===== config.mk =====
export PLATFORM = sky130hd
export DESIGN_NAME = rct_top
export DESIGN_NICKNAME = d
export VERILOG_FILES = /design/src/core/rct_clear_trigger.v /design/src/core/rct_remote_local.v /design/src/core/rct_top.v
export VERILOG_INCLUDE_DIRS = /design/src /design/src/core
export SDC_FILE = /design/constraint.sdc
export NUM_CORES = 1
export LEC_CHECK = 0
export ABC_AREA = 1
export BUFFER_PORTS_ARGS = -buffer_cell sky130_fd_sc_hd__buf_4
export CORE_MARGIN = 2
export CORE_UTILIZATION = 40
export DETAILED_ROUTE_END_ITERATION = 8
export HOLD_SLACK_MARGIN = 0.08
export PLACE_DENSITY = 0.82
export RECOVER_POWER = 25
export SLEW_MARGIN = 20
export SYNTH_ARGS = -nofsm -noshare
export SYNTH_HDL_FRONTEND = slang
export SYNTH_SLANG_ARGS = --single-unit

===== constraint.sdc =====
create_clock -name CLOCK -period 2.2 [get_ports CLOCK]
set_clock_uncertainty 0.2 [all_clocks]
set_input_delay 0.33 -clock CLOCK [delete_from_list [all_inputs] [get_ports CLOCK]]
set_output_delay 0.33 -clock CLOCK [all_outputs]
set_load 0.02 [all_outputs]

===== src/core/rct_defs.vh =====
`ifndef RCT_DEFS_VH
`define RCT_DEFS_VH

// register addresses on the host port
`define RCT_ADDR_INT_STATUS   3'h0
`define RCT_ADDR_CMD_STATUS   3'h1
`define RCT_ADDR_ADDR_MODE    3'h2
`define RCT_ADDR_AUX_CMD      3'h3

// interrupt_status fields
`define RCT_INT_TRIGGER_OUT_BIT      5
`define RCT_INT_CMD_SUM_BIT   2

// command_status fields
`define RCT_CS_REMOTE_BIT     6
`define RCT_CS_LOCKOUT_BIT    5
`define RCT_CS_CHANGE_BIT     3
`define RCT_CS_CLEAR_BIT      1

// address_mode fields
`define RCT_AM_IRQ_DESEL_BIT  7

// auxiliary_command fields
`define RCT_AUX_DAC_REL_BIT   4
`define RCT_AUX_RTL_BIT       2
`define RCT_AUX_FORCE_BIT     0

// bus command codes, top bit ignored
`define RCT_CMD_UNIV_CLEAR    7'h14
`define RCT_CMD_SEL_CLEAR     7'h04
`define RCT_CMD_GROUP_TRIGGER_OUT    7'h08
`define RCT_CMD_GO_LOCAL      7'h01
`define RCT_CMD_LOCKOUT       7'h11

// reset values
`define RCT_RST_BYTE          8'h00

`endif


===== src/core/rct_clear_trigger.v =====
`timescale 1ns/1ps
`include "rct_defs.vh"
module rct_clear_trigger (
	input  wire       clk,
	input  wire       rst,
	input  wire       cmd_valid,
	input  wire [6:0] cmd_code,
	input  wire       listen_addressed,
	input  wire       irq_deselect,
	input  wire       dac_release,
	input  wire       trigger_out_clear,
	output reg        clear_active,
	output reg        trigger_out_status,
	output wire       hold
);
	reg  uni_clear;
	reg  hold_trigger_out;
	wire is_uni  = cmd_valid && (cmd_code == `RCT_CMD_UNIV_CLEAR);
	wire is_sel  = cmd_valid && (cmd_code == `RCT_CMD_SEL_CLEAR);
	wire is_trigger_out = cmd_valid && (cmd_code == `RCT_CMD_GROUP_TRIGGER_OUT);

	always @(posedge clk) begin
		if (rst) begin
			clear_active <= 1'b0;
			uni_clear    <= 1'b0;
			trigger_out_status  <= 1'b0;
			hold_trigger_out    <= 1'b0;
		end else begin
			if (is_uni) begin
				clear_active <= 1'b1;
				uni_clear    <= 1'b1;
			end else if (is_sel && listen_addressed) begin
				clear_active <= 1'b1;
				uni_clear    <= 1'b0;
			end else if (uni_clear ? !is_uni : !(is_sel && listen_addressed)) begin
				clear_active <= 1'b0;
				uni_clear    <= 1'b0;
			end
			if (is_trigger_out && listen_addressed && !irq_deselect) begin
				trigger_out_status <= 1'b1;
				hold_trigger_out   <= 1'b1;
			end else begin
				if (trigger_out_clear)
					trigger_out_status <= 1'b0;
				if (dac_release)
					hold_trigger_out <= 1'b0;
			end
		end
	end

	// handshake hold while clear is active or trigger unreleased
	assign hold = clear_active || hold_trigger_out;
endmodule // rct_clear_trigger


===== src/core/rct_remote_local.v =====
`timescale 1ns/1ps
module rct_remote_local (
	input  wire       clk,
	input  wire       rst,
	input  wire       ren,
	input  wire       listen_addr_rx,
	input  wire       listen_active,
	input  wire       go_local_rx,
	input  wire       lockout_rx,
	input  wire       rtl_write,
	output reg        remote_flag,
	output reg        lockout_flag
);
	reg next_remote;
	reg next_lockout;

	always @* begin
		next_remote  = remote_flag;
		next_lockout = lockout_flag;
		if (!ren) begin
			next_remote  = 1'b0;
			next_lockout = 1'b0;
		end else begin
			if (listen_addr_rx)
				next_remote = 1'b1;
			if (lockout_rx) begin
				if (remote_flag || listen_addr_rx)
					next_lockout = 1'b1;
				else if (!listen_active)
					next_lockout = 1'b1;
			end
			if (go_local_rx)
				next_remote = 1'b0;
			else if (rtl_write && !lockout_flag)
				next_remote = 1'b0;
		end
	end

	always @(posedge clk) begin
		if (rst) begin
			remote_flag  <= 1'b0;
			lockout_flag <= 1'b0;
		end else begin
			remote_flag  <= next_remote;
			lockout_flag <= next_lockout;
		end
	end
endmodule // rct_remote_local


===== src/core/rct_top.v =====
`timescale 1ns/1ps
`include "rct_defs.vh"
module rct_top (
	input  wire       CLOCK,
	input  wire       SYS_RST,
	input  wire [2:0] ADDR,
	input  wire [7:0] WDATA,
	input  wire       WR,
	input  wire       RD,
	output reg  [7:0] RDATA,
	input  wire       REN,
	input  wire       CMD_VALID,
	input  wire [7:0] CMD_CODE,
	input  wire       LISTEN_ADDR_RX,
	input  wire       LISTEN_ADDRESSED,
	output wire       DAC_HOLD,
	output wire       TRIGGER_OUT
);
	localparam [7:0] RST_RDATA = `RCT_RST_BYTE;

	// host port decode
	wire       sel_int_status;
	wire       sel_cmd_status;
	wire       sel_addr_mode;
	wire       sel_aux_cmd;
	wire       wr_addr_mode;
	wire       wr_aux;
	wire       rd_cs;
	wire       rd_is;
	wire       rtl_write;
	// bus command decode
	wire [6:0] cmd_low;
	wire       go_local;
	wire       lockout;
	wire       trigger_out_take;
	// status from the submodules, plus cmd_summary and remote_toggle formed here
	wire       remote_flag;
	wire       lockout_flag;
	wire       clear_active;
	wire       trigger_out_status;
	wire       clear_hold;
	wire       cmd_summary;
	wire       remote_toggle;
	// host-written controls
	reg        irq_deselect;
	reg        force_trigger;
	reg        dac_release;
	reg        next_irq_deselect;
	reg        next_force_trigger;
	reg        next_dac_release;
	// change flag and trigger gate
	reg        remote_change_flag;
	reg        next_remote_change_flag;
	reg        prev_remote;
	reg        trigger_out_gate;
	reg        next_trigger_out_gate;
	// register images and read path
	reg  [7:0] int_status_image;
	reg  [7:0] cmd_status_image;
	reg  [7:0] addr_mode_image;
	reg  [7:0] aux_cmd_image;
	reg  [7:0] next_rdata;

	// host port address decode
	assign sel_int_status = (ADDR == `RCT_ADDR_INT_STATUS);
	assign sel_cmd_status = (ADDR == `RCT_ADDR_CMD_STATUS);
	assign sel_addr_mode  = (ADDR == `RCT_ADDR_ADDR_MODE);
	assign sel_aux_cmd    = (ADDR == `RCT_ADDR_AUX_CMD);
	assign wr_addr_mode   = WR && sel_addr_mode;
	assign wr_aux         = WR && sel_aux_cmd;
	assign rd_is          = RD && sel_int_status;
	assign rd_cs          = RD && sel_cmd_status;
	assign rtl_write      = wr_aux && WDATA[`RCT_AUX_RTL_BIT];

	// bus command decode, top bit of the byte ignored
	assign cmd_low   = CMD_CODE[6:0];
	assign go_local  = CMD_VALID && (cmd_low == `RCT_CMD_GO_LOCAL) && LISTEN_ADDRESSED;
	assign lockout   = CMD_VALID && (cmd_low == `RCT_CMD_LOCKOUT);
	assign trigger_out_take = CMD_VALID && (cmd_low == `RCT_CMD_GROUP_TRIGGER_OUT) && LISTEN_ADDRESSED
		&& !irq_deselect;

	rct_remote_local u_rl (
		.clk           (CLOCK),
		.rst           (SYS_RST),
		.ren           (REN),
		.listen_addr_rx(LISTEN_ADDR_RX),
		.listen_active (LISTEN_ADDRESSED),
		.go_local_rx   (go_local),
		.lockout_rx    (lockout),
		.rtl_write     (rtl_write),
		.remote_flag   (remote_flag),
		.lockout_flag  (lockout_flag)
	);

	rct_clear_trigger u_ct (
		.clk             (CLOCK),
		.rst             (SYS_RST),
		.cmd_valid       (CMD_VALID),
		.cmd_code        (CMD_CODE[6:0]),
		.listen_addressed(LISTEN_ADDRESSED),
		.irq_deselect    (irq_deselect),
		.dac_release     (dac_release),
		.trigger_out_clear      (rd_is),
		.clear_active    (clear_active),
		.trigger_out_status     (trigger_out_status),
		.hold            (clear_hold)
	);

	// summary: change flag always, clear active unless deselected
	assign cmd_summary   = remote_change_flag || (clear_active && !irq_deselect);
	assign remote_toggle = (remote_flag != prev_remote);
	assign DAC_HOLD      = clear_hold;
	assign TRIGGER_OUT   = (trigger_out_status && trigger_out_gate) || force_trigger;

	// host-written controls
	always @* begin
		next_irq_deselect  = irq_deselect;
		next_force_trigger = force_trigger;
		next_dac_release   = 1'b0;
		if (wr_addr_mode) begin
			next_irq_deselect = WDATA[`RCT_AM_IRQ_DESEL_BIT];
		end
		if (wr_aux) begin
			next_force_trigger = WDATA[`RCT_AUX_FORCE_BIT];
			next_dac_release   = WDATA[`RCT_AUX_DAC_REL_BIT];
		end
	end

	always @(posedge CLOCK) begin
		if (SYS_RST) begin
			irq_deselect  <= 1'b0;
			force_trigger <= 1'b0;
			dac_release   <= 1'b0;
		end else begin
			irq_deselect  <= next_irq_deselect;
			force_trigger <= next_force_trigger;
			dac_release   <= next_dac_release;
		end
	end

	// change flag: set wins over the read clear
	always @* begin
		next_remote_change_flag = remote_change_flag;
		if (remote_toggle) begin
			next_remote_change_flag = 1'b1;
		end else if (rd_cs) begin
			next_remote_change_flag = 1'b0;
		end
	end

	always @(posedge CLOCK) begin
		if (SYS_RST) begin
			prev_remote        <= 1'b0;
			remote_change_flag <= 1'b0;
		end else begin
			prev_remote        <= remote_flag;
			remote_change_flag <= next_remote_change_flag;
		end
	end

	// trigger pin gate, reopened by every accepted trigger
	always @* begin
		next_trigger_out_gate = trigger_out_gate;
		if (trigger_out_take) begin
			next_trigger_out_gate = 1'b1;
		end else if (!trigger_out_status) begin
			next_trigger_out_gate = 1'b1;
		end else if (dac_release) begin
			next_trigger_out_gate = 1'b0;
		end
	end

	always @(posedge CLOCK) begin
		if (SYS_RST) begin
			trigger_out_gate <= 1'b0;
		end else begin
			trigger_out_gate <= next_trigger_out_gate;
		end
	end

	// register images
	always @* begin
		int_status_image = 8'h00;
		int_status_image[`RCT_INT_TRIGGER_OUT_BIT]    = trigger_out_status;
		int_status_image[`RCT_INT_CMD_SUM_BIT] = cmd_summary;
	end

	always @* begin
		cmd_status_image = 8'h00;
		cmd_status_image[`RCT_CS_REMOTE_BIT]  = remote_flag;
		cmd_status_image[`RCT_CS_LOCKOUT_BIT] = lockout_flag;
		cmd_status_image[`RCT_CS_CHANGE_BIT]  = remote_change_flag;
		cmd_status_image[`RCT_CS_CLEAR_BIT]   = clear_active;
	end

	always @* begin
		addr_mode_image = 8'h00;
		addr_mode_image[`RCT_AM_IRQ_DESEL_BIT] = irq_deselect;
	end

	always @* begin
		aux_cmd_image = 8'h00;
		aux_cmd_image[`RCT_AUX_DAC_REL_BIT] = dac_release;
		aux_cmd_image[`RCT_AUX_FORCE_BIT]   = force_trigger;
	end

	// read mux, unmapped addresses read zero
	always @* begin
		next_rdata = 8'h00;
		if (RD) begin
			case (ADDR)
				`RCT_ADDR_INT_STATUS: begin
					next_rdata = int_status_image;
				end
				`RCT_ADDR_CMD_STATUS: begin
					next_rdata = cmd_status_image;
				end
				`RCT_ADDR_ADDR_MODE: begin
					next_rdata = addr_mode_image;
				end
				`RCT_ADDR_AUX_CMD: begin
					next_rdata = aux_cmd_image;
				end
				default: begin
					next_rdata = 8'h00;
				end
			endcase
		end
	end

	// read data register, one flip-flop per bit
	genvar bit_idx;
	generate
		for (bit_idx = 0; bit_idx < 8; bit_idx = bit_idx + 1) begin : g_rdata
			always @(posedge CLOCK) begin
				if (SYS_RST) begin
					RDATA[bit_idx] <= RST_RDATA[bit_idx];
				end else begin
					RDATA[bit_idx] <= next_rdata[bit_idx];
				end
			end
		end
	endgenerate
endmodule // rct_top


After elaboration in Yosys (flattened, before gate mapping)
Cells that the tools add are included.
{"block": "totals", "register_bits": 20, "inputBits": 27, "out_inout_bits": 10, "word_cells": 86}
{"block": "op_classes", "eq_ne": 11, "mux": 17, "bitwise": 3, "reduce_logical": 35}
{"operator": "$pmux 8 s4", "n": 1}
{"operator": "$logic_and 1x1->1", "n": 17}
{"operator": "$mux 1", "n": 16}
{"operator": "$eq 7x5->1 const B", "n": 2}
{"operator": "$eq 7x1->1 const B", "n": 1}
{"operator": "$eq 7x3->1 const B", "n": 1}
{"operator": "$eq 7x4->1 const B", "n": 1}
{"operator": "$eq 3x2->1 const B", "n": 2}
{"operator": "$reduce_bool 2->1", "n": 3}
{"operator": "$reduce_or 2->1", "n": 3}
{"operator": "$logic_not 1->1", "n": 4}
{"operator": "$logic_or 1x1->1", "n": 4}
{"operator": "$reduce_or 4->1", "n": 1}
{"operator": "$eq 3x1->1 const B", "n": 1}
{"operator": "$logic_not 3->1", "n": 1}
{"operator": "$ne 3x3->1 const B", "n": 1}
{"operator": "$not 1->1", "n": 3}
{"operator": "$reduce_bool 3->1", "n": 1}
{"operator": "$ne 2x1->1 const B", "n": 1}
{"operator": "$reduce_and 2->1", "n": 1}
{"operator": "$ne 1x1->1", "n": 1}

Logic depth before layout (Yosys ltp)
Gate-level depths: netlist of the first run.
{"block": "logic_depth", "depth_word": 8, "depth_mapped": 6, "mapped_depth_nobuf": 6}

By module
A second synthesis of the first run with hierarchy kept.
{"block": "unflattened", "hier_cells": 122, "area_unflattened_um2": 855.8}
{"module": "rct_top", "instances": 1, "cells_per_inst": 83, "area_per_inst_um2": 595.6, "seq_area_each_um2": 280.3}
{"module": "rct_clear_trigger", "instances": 1, "cells_per_inst": 27, "area_per_inst_um2": 170.2, "seq_area_each_um2": 60.1}
{"module": "rct_remote_local", "instances": 1, "cells_per_inst": 12, "area_per_inst_um2": 90.1, "seq_area_each_um2": 40.0}

Least setup slack after synthesis of the first run
Ideal clock, no wire load.
{"block": "synth_path", "path_kind": "register to output", "startpoint": "register u_ct.hold_trigger_out", "endpoint": "output port DAC_HOLD", "arrival_ns": 0.626, "required_time_ns": 1.670, "slack_ns": 1.044, "path_stages_with_launch": 2, "n_path_buf": 0, "cell_sequence": "dfxtp_1 > or2_2"}
{"block": "synth_between", "elab_chain_cells": 1}
{"element": "start, declared", "line_no": "rct_clear_trigger.v:17", "rtl": "reg hold_trigger_out;"}
{"element": "start signal, assigned", "line_no": "rct_clear_trigger.v:27", "rtl": "hold_trigger_out <= 1'b0;"}
{"element": "start signal, assigned", "line_no": "rct_clear_trigger.v:41", "rtl": "hold_trigger_out <= 1'b1;"}
{"element": "start signal, assigned", "line_no": "rct_clear_trigger.v:46", "rtl": "hold_trigger_out <= 1'b0;"}
{"element": "$logic_or 1x1->1", "line_no": "rct_clear_trigger.v:52", "rtl": "assign hold = clear_active || hold_trigger_out;"}
{"element": "end, declared", "line_no": "rct_top.v:16", "rtl": "output wire DAC_HOLD,"}
Every way passes these cells.

Final worst setup path of the first run
{"block": "layout_path", "startpoint": "input port SYS_RST", "endpoint": "register RDATA[3]"}
{"block": "layout_between", "elab_chain_cells": 1}
{"element": "start, declared", "line_no": "rct_top.v:5", "rtl": "input wire SYS_RST,"}
{"element": "$reduce_or 2->1 (no source line)"}
{"element": "end signal, assigned by index", "line_no": "rct_top.v:237", "rtl": "RDATA[bit_idx] <= RST_RDATA[bit_idx];"}
{"element": "end signal, assigned by index", "line_no": "rct_top.v:239", "rtl": "RDATA[bit_idx] <= next_rdata[bit_idx];"}
{"element": "end, declared", "line_no": "rct_top.v:10", "rtl": "output reg [7:0] RDATA,"}
Every way passes these cells.
A chain may end at the register's enable or synchronous reset.

==> impl_metrics.py, run 1 <==
metrics = {
    "cts": {
        "clkSlewWorstSetupHoldPaths_ns": 0.10,
        "clk_latency_ns": 0.29,
        "htreeDepth": 1,
        "cts_buffer_depth": 2,
        "cts_tree": "built",
        "post_cts_buffers": 0,
        "clock_sinks": 19,
        "numCtsBuffers": 3,
        "postCtsHoldBufs": 4,
        "postCtsResizedCells": 0,
        "root_buffer": "clkbuf_4",
    },
    "drt": {
        "drc": 0,
        "drt-pass1-iter-count": 4,
        "via_per_inst": 4.67,
        "ant_nets": 0,
        "via_count": 812,
        "wl_per_cell_um": 9.77,
        "wirelength_mm": 1.70,
        "drt_iter0_drc": 15,
    },
    "placed_design": {
        "dp_slack_ns": 0.937,
        "post-dp-hpwl_mm": 1.42,
        "portBuffers": 31,
        "placed_area_um2": 1040,
        "gp_congestion": 0.749,
    },
    "sta": {
        "post-route-min-period_ns": 1.62,
        "relSlewSlack_pct": 79.4,
        "rsz0062_at_grt": "no",
        "setup_tns_ns": 0,
        "fmax_ghz": 0.616,
        "worst_pin_slew_ns": 0.310,
        "fin_hold_ws_ns": 0.0958,
        "timing.final.ws_setup_ns": 0.578,
        "setup_viol_count_final": 0,
        "finalCritPeriodShare_pct": 73.7,
        "finalHoldViolCount": 0,
        "slew_violations": 0,
    },
    "synthesis": {
        "synth_top_family_by_area": "simple AND/OR/NAND/NOR gates",
        "muxShareOfSynthArea_pct": 0,
        "seq_area_frac_synth_pct": 49.1,
        "netlist_area_um2": 774,
        "synthSimpleGateAreaFrac_pct": 36.0,
        "synth_area_per_cell_um2": 7.04,
        "synth-seq-cells": 19,
        "ys_types": 15,
        "syn_nets": 137,
        "yosysWarnings": 0,
        "synth_cells": 110,
        "synth-xor-area-share_pct": 1.13,
        "synth_fa_ha_area_share_pct": 0,
        "synth_compound_area_share_pct": 5.49,
    },
    "finish": {
        "drive_gt1_share_pct": 23.5,
        "mostFrequentLayoutCells": "buf_4 (28), nand2_1 (26), dfxtp_1 (19), nor2_1 (19), inv_1 (17)",
        "fin_area_um2": 1090,
        "nets": 177,
        "num_antenna_cells": 0,
        "syn_to_final_growth_pct": 41.4,
        "mostFrequentLayoutCell": "buf_4",
    },
    "critical_path": {
        "critPathMaxFanout": 7,
        "required_ns": 2.21,
        "crit_type": "in2reg",
        "start_kind": "input pin",
        "end_kind": "flip-flop",
        "worstPathArrival_ns": 1.64,
    },
    "global_route": {
        "grt_util_all_layers_pct": 16.8,
        "antenna_found_initial": 0,
        "grt_max_degree": 12,
        "grt_pass1_vias": 690,
        "grt_first_pass_wirelength_mm": 2.68,
        "overflow": 0,
    },
    "floorplan": {
        "coreArea_um2": 1780,
        "initial_core_util_pct": 43.4,
        "std_cell_rows": 15,
        "dieArea_um2": 2300,
        "ios": 37,
        "die_w_um": 48,
        "floorplan.die.height_um": 48,
    },
    "pwr": {
        "powerDensity_nw_per_um2": 548,
        "internal_power_mw": 0.459,
        "combPwrFrac_pct": 13.3,
        "ir_drop_mv": 0.330,
        "leakagePower_nw": 0.523,
        "p_sw_share_pct": 23.5,
        "p_seq_share_pct": 58.8,
        "power.switching_mw": 0.141,
        "power.share.clock_pct": 27.8,
    },
    "run_status": {
        "run_status": "complete, no violations",
    },
    "worst_hold_path": {
        "hp-class": "in2reg",
    },
    "job": {
        "maxCapViolCount": 0,
    },
}
==> registers in the layout, indices dropped and copies added, names as in the netlist <==
name                     flops
dac_release                  1
u_ct.trigger_out_status      1
remote_change_flag           1
irq_deselect                 1
RDATA                        8
u_rl.remote_flag             1
force_trigger                1
u_ct.hold_trigger_out        1
prev_remote                  1
u_ct.clear_active            1
trigger_out_gate             1
u_rl.lockout_flag            1
==> cell usage after synthesis (all sizes together) <==
cell type | instances | area [µm²]
a21boi | 1 | 7.51
a21oi | 7 | 35.0
dfxtp | 19 | 380
inv | 17 | 63.8
nand2 | 27 | 104
nand3 | 8 | 40.0
nand4 | 1 | 6.26
nor2 | 20 | 77.6
nor3 | 6 | 30.0
nor3b | 2 | 15.0
or2 | 1 | 6.26
xnor2 | 1 | 8.76
==> final cells by class <==
class	count	area (µm²)
well taps	25	31.3
inverters	17	63.8
flip-flops and latches	19	380
multi-input cells	74	330
clock buffers	3	22.5
fillers	166	688
repair buffers	35	262
clock inverters	1	5.00
==> cells by family after synthesis <==
| kind of cell | after synthesis |
|---|---|
| DFF | 19 |
| xor gates and xnor gates | 1 |
| buffers and inverters | 17 |
| and+or+nand+nor | 65 |
| AOI/OAI and AO/OA | 8 |
==> through the flow <==
| step | util (%) | total power, mW | std cells |
|---|---|---|---|
| floorplan | - | 0.392 | 110 |
| global placement | 58.2 | 0.434 | 166 |
| detailed placement | 58.2 | 0.437 | 166 |
| CTS | 62.0 | 0.608 | 174 |
| global route | 61.4 | 0.634 | 174 |
| finish | 61.4 | 0.600 | 174 |
==> power groups by stage <==
stage	combinational (mW)	clock, mW	sequential (mW)
2_1_floorplan	0.0318	0	0.361
3_3_place_gp	0.0732	0	0.361
3_5_place_dp	0.0756	0	0.361
4_1_cts	0.0814	0.173	0.353
5_1_grt	0.0896	0.190	0.354
6_report	0.0800	0.167	0.353
==> critical path, cell delays in order <==
cell	delay (ns)
dlygate4sd3_1	0.53
clkbuf_1	0.18
inv_1	0.22
nand2_2	0.15
nor3b_1	0.22
==> routing by layer <==
metal | part of all wire [%] | vias up | GRT usage [%]
met5 | 0 | - | 0
met3 | 7.4 | 2 | 2.26
met4 | 0.76 | 0 | 6.49
li1 | - | 419 | -
met1 | 39 | 354 | 20.6
met2 | 53 | 37 | 29.6
==> path summary, 6_finish.rpt <==
check / from / cells after the start / to / slack [ns]
worst max-delay path: SYS_RST / 5 / RDATA[3] / 0.58
worst min-delay path: REN / 3 / u_rl.lockout_flag / 0.1
worst max register to register: irq_deselect / 5 / u_ct.hold_trigger_out / 1.06
worst min register to register: u_ct.hold_trigger_out / 2 / u_ct.hold_trigger_out / 0.28
Power figures use the tool's default switching activity.
==> inputs of run 2 (changes only) <==
--- a/config.mk
+++ b/config.mk
@@ -9,10 +9,10 @@
 export ABC_AREA = 1
 export BUFFER_PORTS_ARGS = -buffer_cell sky130_fd_sc_hd__buf_4
 export CORE_MARGIN = 2
-export CORE_UTILIZATION = 40
+export CORE_UTILIZATION = 39
 export DETAILED_ROUTE_END_ITERATION = 8
 export HOLD_SLACK_MARGIN = 0.08
-export PLACE_DENSITY = 0.82
+export PLACE_DENSITY = 0.83
 export RECOVER_POWER = 25
 export SLEW_MARGIN = 20
 export SYNTH_ARGS = -nofsm -noshare
==> constraint.sdc (replaced) <==
create_clock -name CLOCK -period 1.3 [get_ports CLOCK]
set_clock_uncertainty 0.2 [all_clocks]
set_input_delay 0.195 -clock CLOCK [delete_from_list [all_inputs] [get_ports CLOCK]]
set_output_delay 0.195 -clock CLOCK [all_outputs]
set_load 0.02 [all_outputs]
==> run 2 against run 1 <==
Non-clock buffer count up 12. Combinational power up 130%. Power up 80%. The flow now finishes with violations (negative setup slack). Core utilization up 5.8 points. First-iteration DRC count up 40%. Largest power group unchanged. Critical path depth down 3.
==> impl_metrics.py, run 2 (same netlist as run 1, synthesis figures left out) <==
metrics = {
    "run_status": {
        "run_status": "complete, but fails checks",
        "violations": "negative setup slack",
    },
    "cts": {
        "htreeDepth": 1,
        "cts_tree": "built",
        "cts_buffer_depth": 2,
        "numCtsBuffers": 3,
        "clk_latency_ns": 0.30,
        "clkSlewWorstSetupHoldPaths_ns": 0.11,
        "root_buffer": "clkbuf_4",
        "clock_sinks": 19,
    },
    "sta": {
        "finalHoldViolCount": 0,
        "worst_pin_slew_ns": 0.262,
        "post-route-min-period_ns": 1.40,
        "rsz0062_at_grt": "yes",
        "timing.final.ws_setup_ns": -0.105,
        "slew_violations": 0,
        "fmax_ghz": 0.712,
        "setup_viol_count_final": 1,
        "relSlewSlack_pct": 82.5,
        "finalCritPeriodShare_pct": 108,
    },
    "critical_path": {
        "path_cells": "or2_4 > buf_6",
        "critPathMaxFanout": 2,
        "critical-path-top-delay-family": "flip-flops",
        "worstPathArrival_ns": 1.01,
        "crit_buf_inv": 1,
        "required_ns": 0.90,
        "slowest_stage": "dfxtp_2",
        "start_kind": "flip-flop",
        "end_kind": "primary output",
        "slowest_delay_ns": 0.34,
        "crit_type": "reg2out",
    },
    "pwr": {
        "powerDensity_nw_per_um2": 836,
        "total_power_mw": 1.08,
        "ir_drop_mv": 0.496,
        "leakagePower_nw": 0.623,
    },
    "placed_design": {
        "placed_area_um2": 1040,
        "gp_congestion": 0.849,
        "post-dp-hpwl_mm": 1.41,
        "dp_cells": 168,
        "portBuffers": 31,
    },
    "floorplan": {
        "coreArea_um2": 1920,
        "dieArea_um2": 2360,
        "initial_core_util_pct": 40.3,
        "floorplan.die.height_um": 48.6,
        "ios": 37,
        "std_cell_rows": 16,
        "die_w_um": 48.6,
    },
    "finish": {
        "num_antenna_cells": 0,
        "largest_register": "RDATA",
        "mostFrequentLayoutCell": "nand2_1",
        "finalCoreUtilization_pct": 67.2,
        "drive_gt1_share_pct": 32.3,
        "nets": 189,
        "syn_to_final_growth_pct": 66.7,
        "fillerInstances": 170,
        "mostFrequentLayoutCells": "nand2_1 (23), buf_4 (21), dfxtp_1 (15), nor2_1 (15), dlygate4sd3_1 (14)",
        "fin_area_um2": 1290,
        "regArea_um2": 385,
        "largest_reg_flops": 8,
        "final_cells": 188,
        "multi_input_area_um2": 364,
    },
    "drt": {
        "wirelength_mm": 2.19,
        "drt_iter0_drc": 21,
        "drc": 0,
        "via_per_inst": 4.68,
        "ant_nets": 0,
        "via_count": 879,
        "wl_per_cell_um": 11.6,
        "drt-pass1-iter-count": 6,
    },
    "job": {
        "maxCapViolCount": 0,
    },
    "global_route": {
        "overflow": 0,
        "grt_util_all_layers_pct": 20.6,
        "antenna_found_initial": 0,
        "grt_first_pass_wirelength_mm": 3.84,
        "grt_max_degree": 12,
        "grt_pass1_vias": 964,
    },
    "worst_hold_path": {
        "hp-class": "in2reg",
    },
}
[run 2: changes by cell type in the layout (fill, tap and decap cells not counted), sizes merged]
cell          before  now
clkbuf             6    8
dlygate4sd3        4   14
buf               28   23
dlymetal6s4s       0    5
[run 2: worst paths after layout]
kind / from / to / slack, ns / depth (start not counted)
min: CMD_CODE[1] / u_ct.clear_active / 0.05 / 6
max: u_ct.hold_trigger_out / DAC_HOLD / -0.10 / 2
min reg2reg: u_rl.lockout_flag / u_rl.lockout_flag / 0.28 / 2
max reg2reg: irq_deselect / u_ct.trigger_out_status / 0.12 / 5
[run 2: timing repair]
item | in CTS | in global routing
endpoints found under the hold margin | 19 | 0
hold buffers | 23 | 0
setup buffers | 0 | 1
pin swaps | 0 | 13
cloned | 0 | 0
gates resized for setup | 4 | 23
setup endpoints to repair | 2 | 15
[run 2: where the power goes]
| part | leakage [nW] | internal, mW | switching [mW] |
|---|---|---|---|
| combinational | 0.450 | 0.0983 | 0.0822 |
| clock | 0.0177 | 0.115 | 0.186 |
| sequential | 0.156 | 0.593 | 0.00635 |
| total | 0.623 | 0.806 | 0.274 |
[run 2: metrics by stage]
| step | hold WS, ns | setup slack, ns | TNS, ns |
|---|---|---|---|
| after floorplan | 0.0641 | 0.279 | 0 |
| after global placement | 0.218 | 0.183 | 0 |
| after detailed placement | 0.221 | 0.160 | 0 |
| after CTS | 0.0745 | -0.101 | -0.258 |
| after global routing | 0.0862 | -0.130 | -0.154 |
| final | 0.0488 | -0.105 | -0.105 |
[run 2: area by class of cell]
class	count	area share, %
timing repair buffer	47	32.1
clock inverter	1	0.388
tap	27	2.62
clock buffer	3	1.74
inverter	17	5.14
sequential	19	29.8
multi-input combinational	74	28.2
[run 2: worst min-delay path, stage by stage]
cell and delay, ns:
buf_4 0.07, inv_1 0.04, nand2_1 0.07, nor3_1 0.05, nand2_1 0.06, nor2_1 0.03
[run 2: routing by layer]
metal | track usage [%] | vias to the layer above | routed length (µm)
li1 | - | 446 | -
met1 | 20.6 | 384 | 827
met2 | 39.8 | 41 | 1170
met3 | 4.32 | 8 | 126
met4 | 10.5 | 0 | 63
met5 | 0 | - | 0
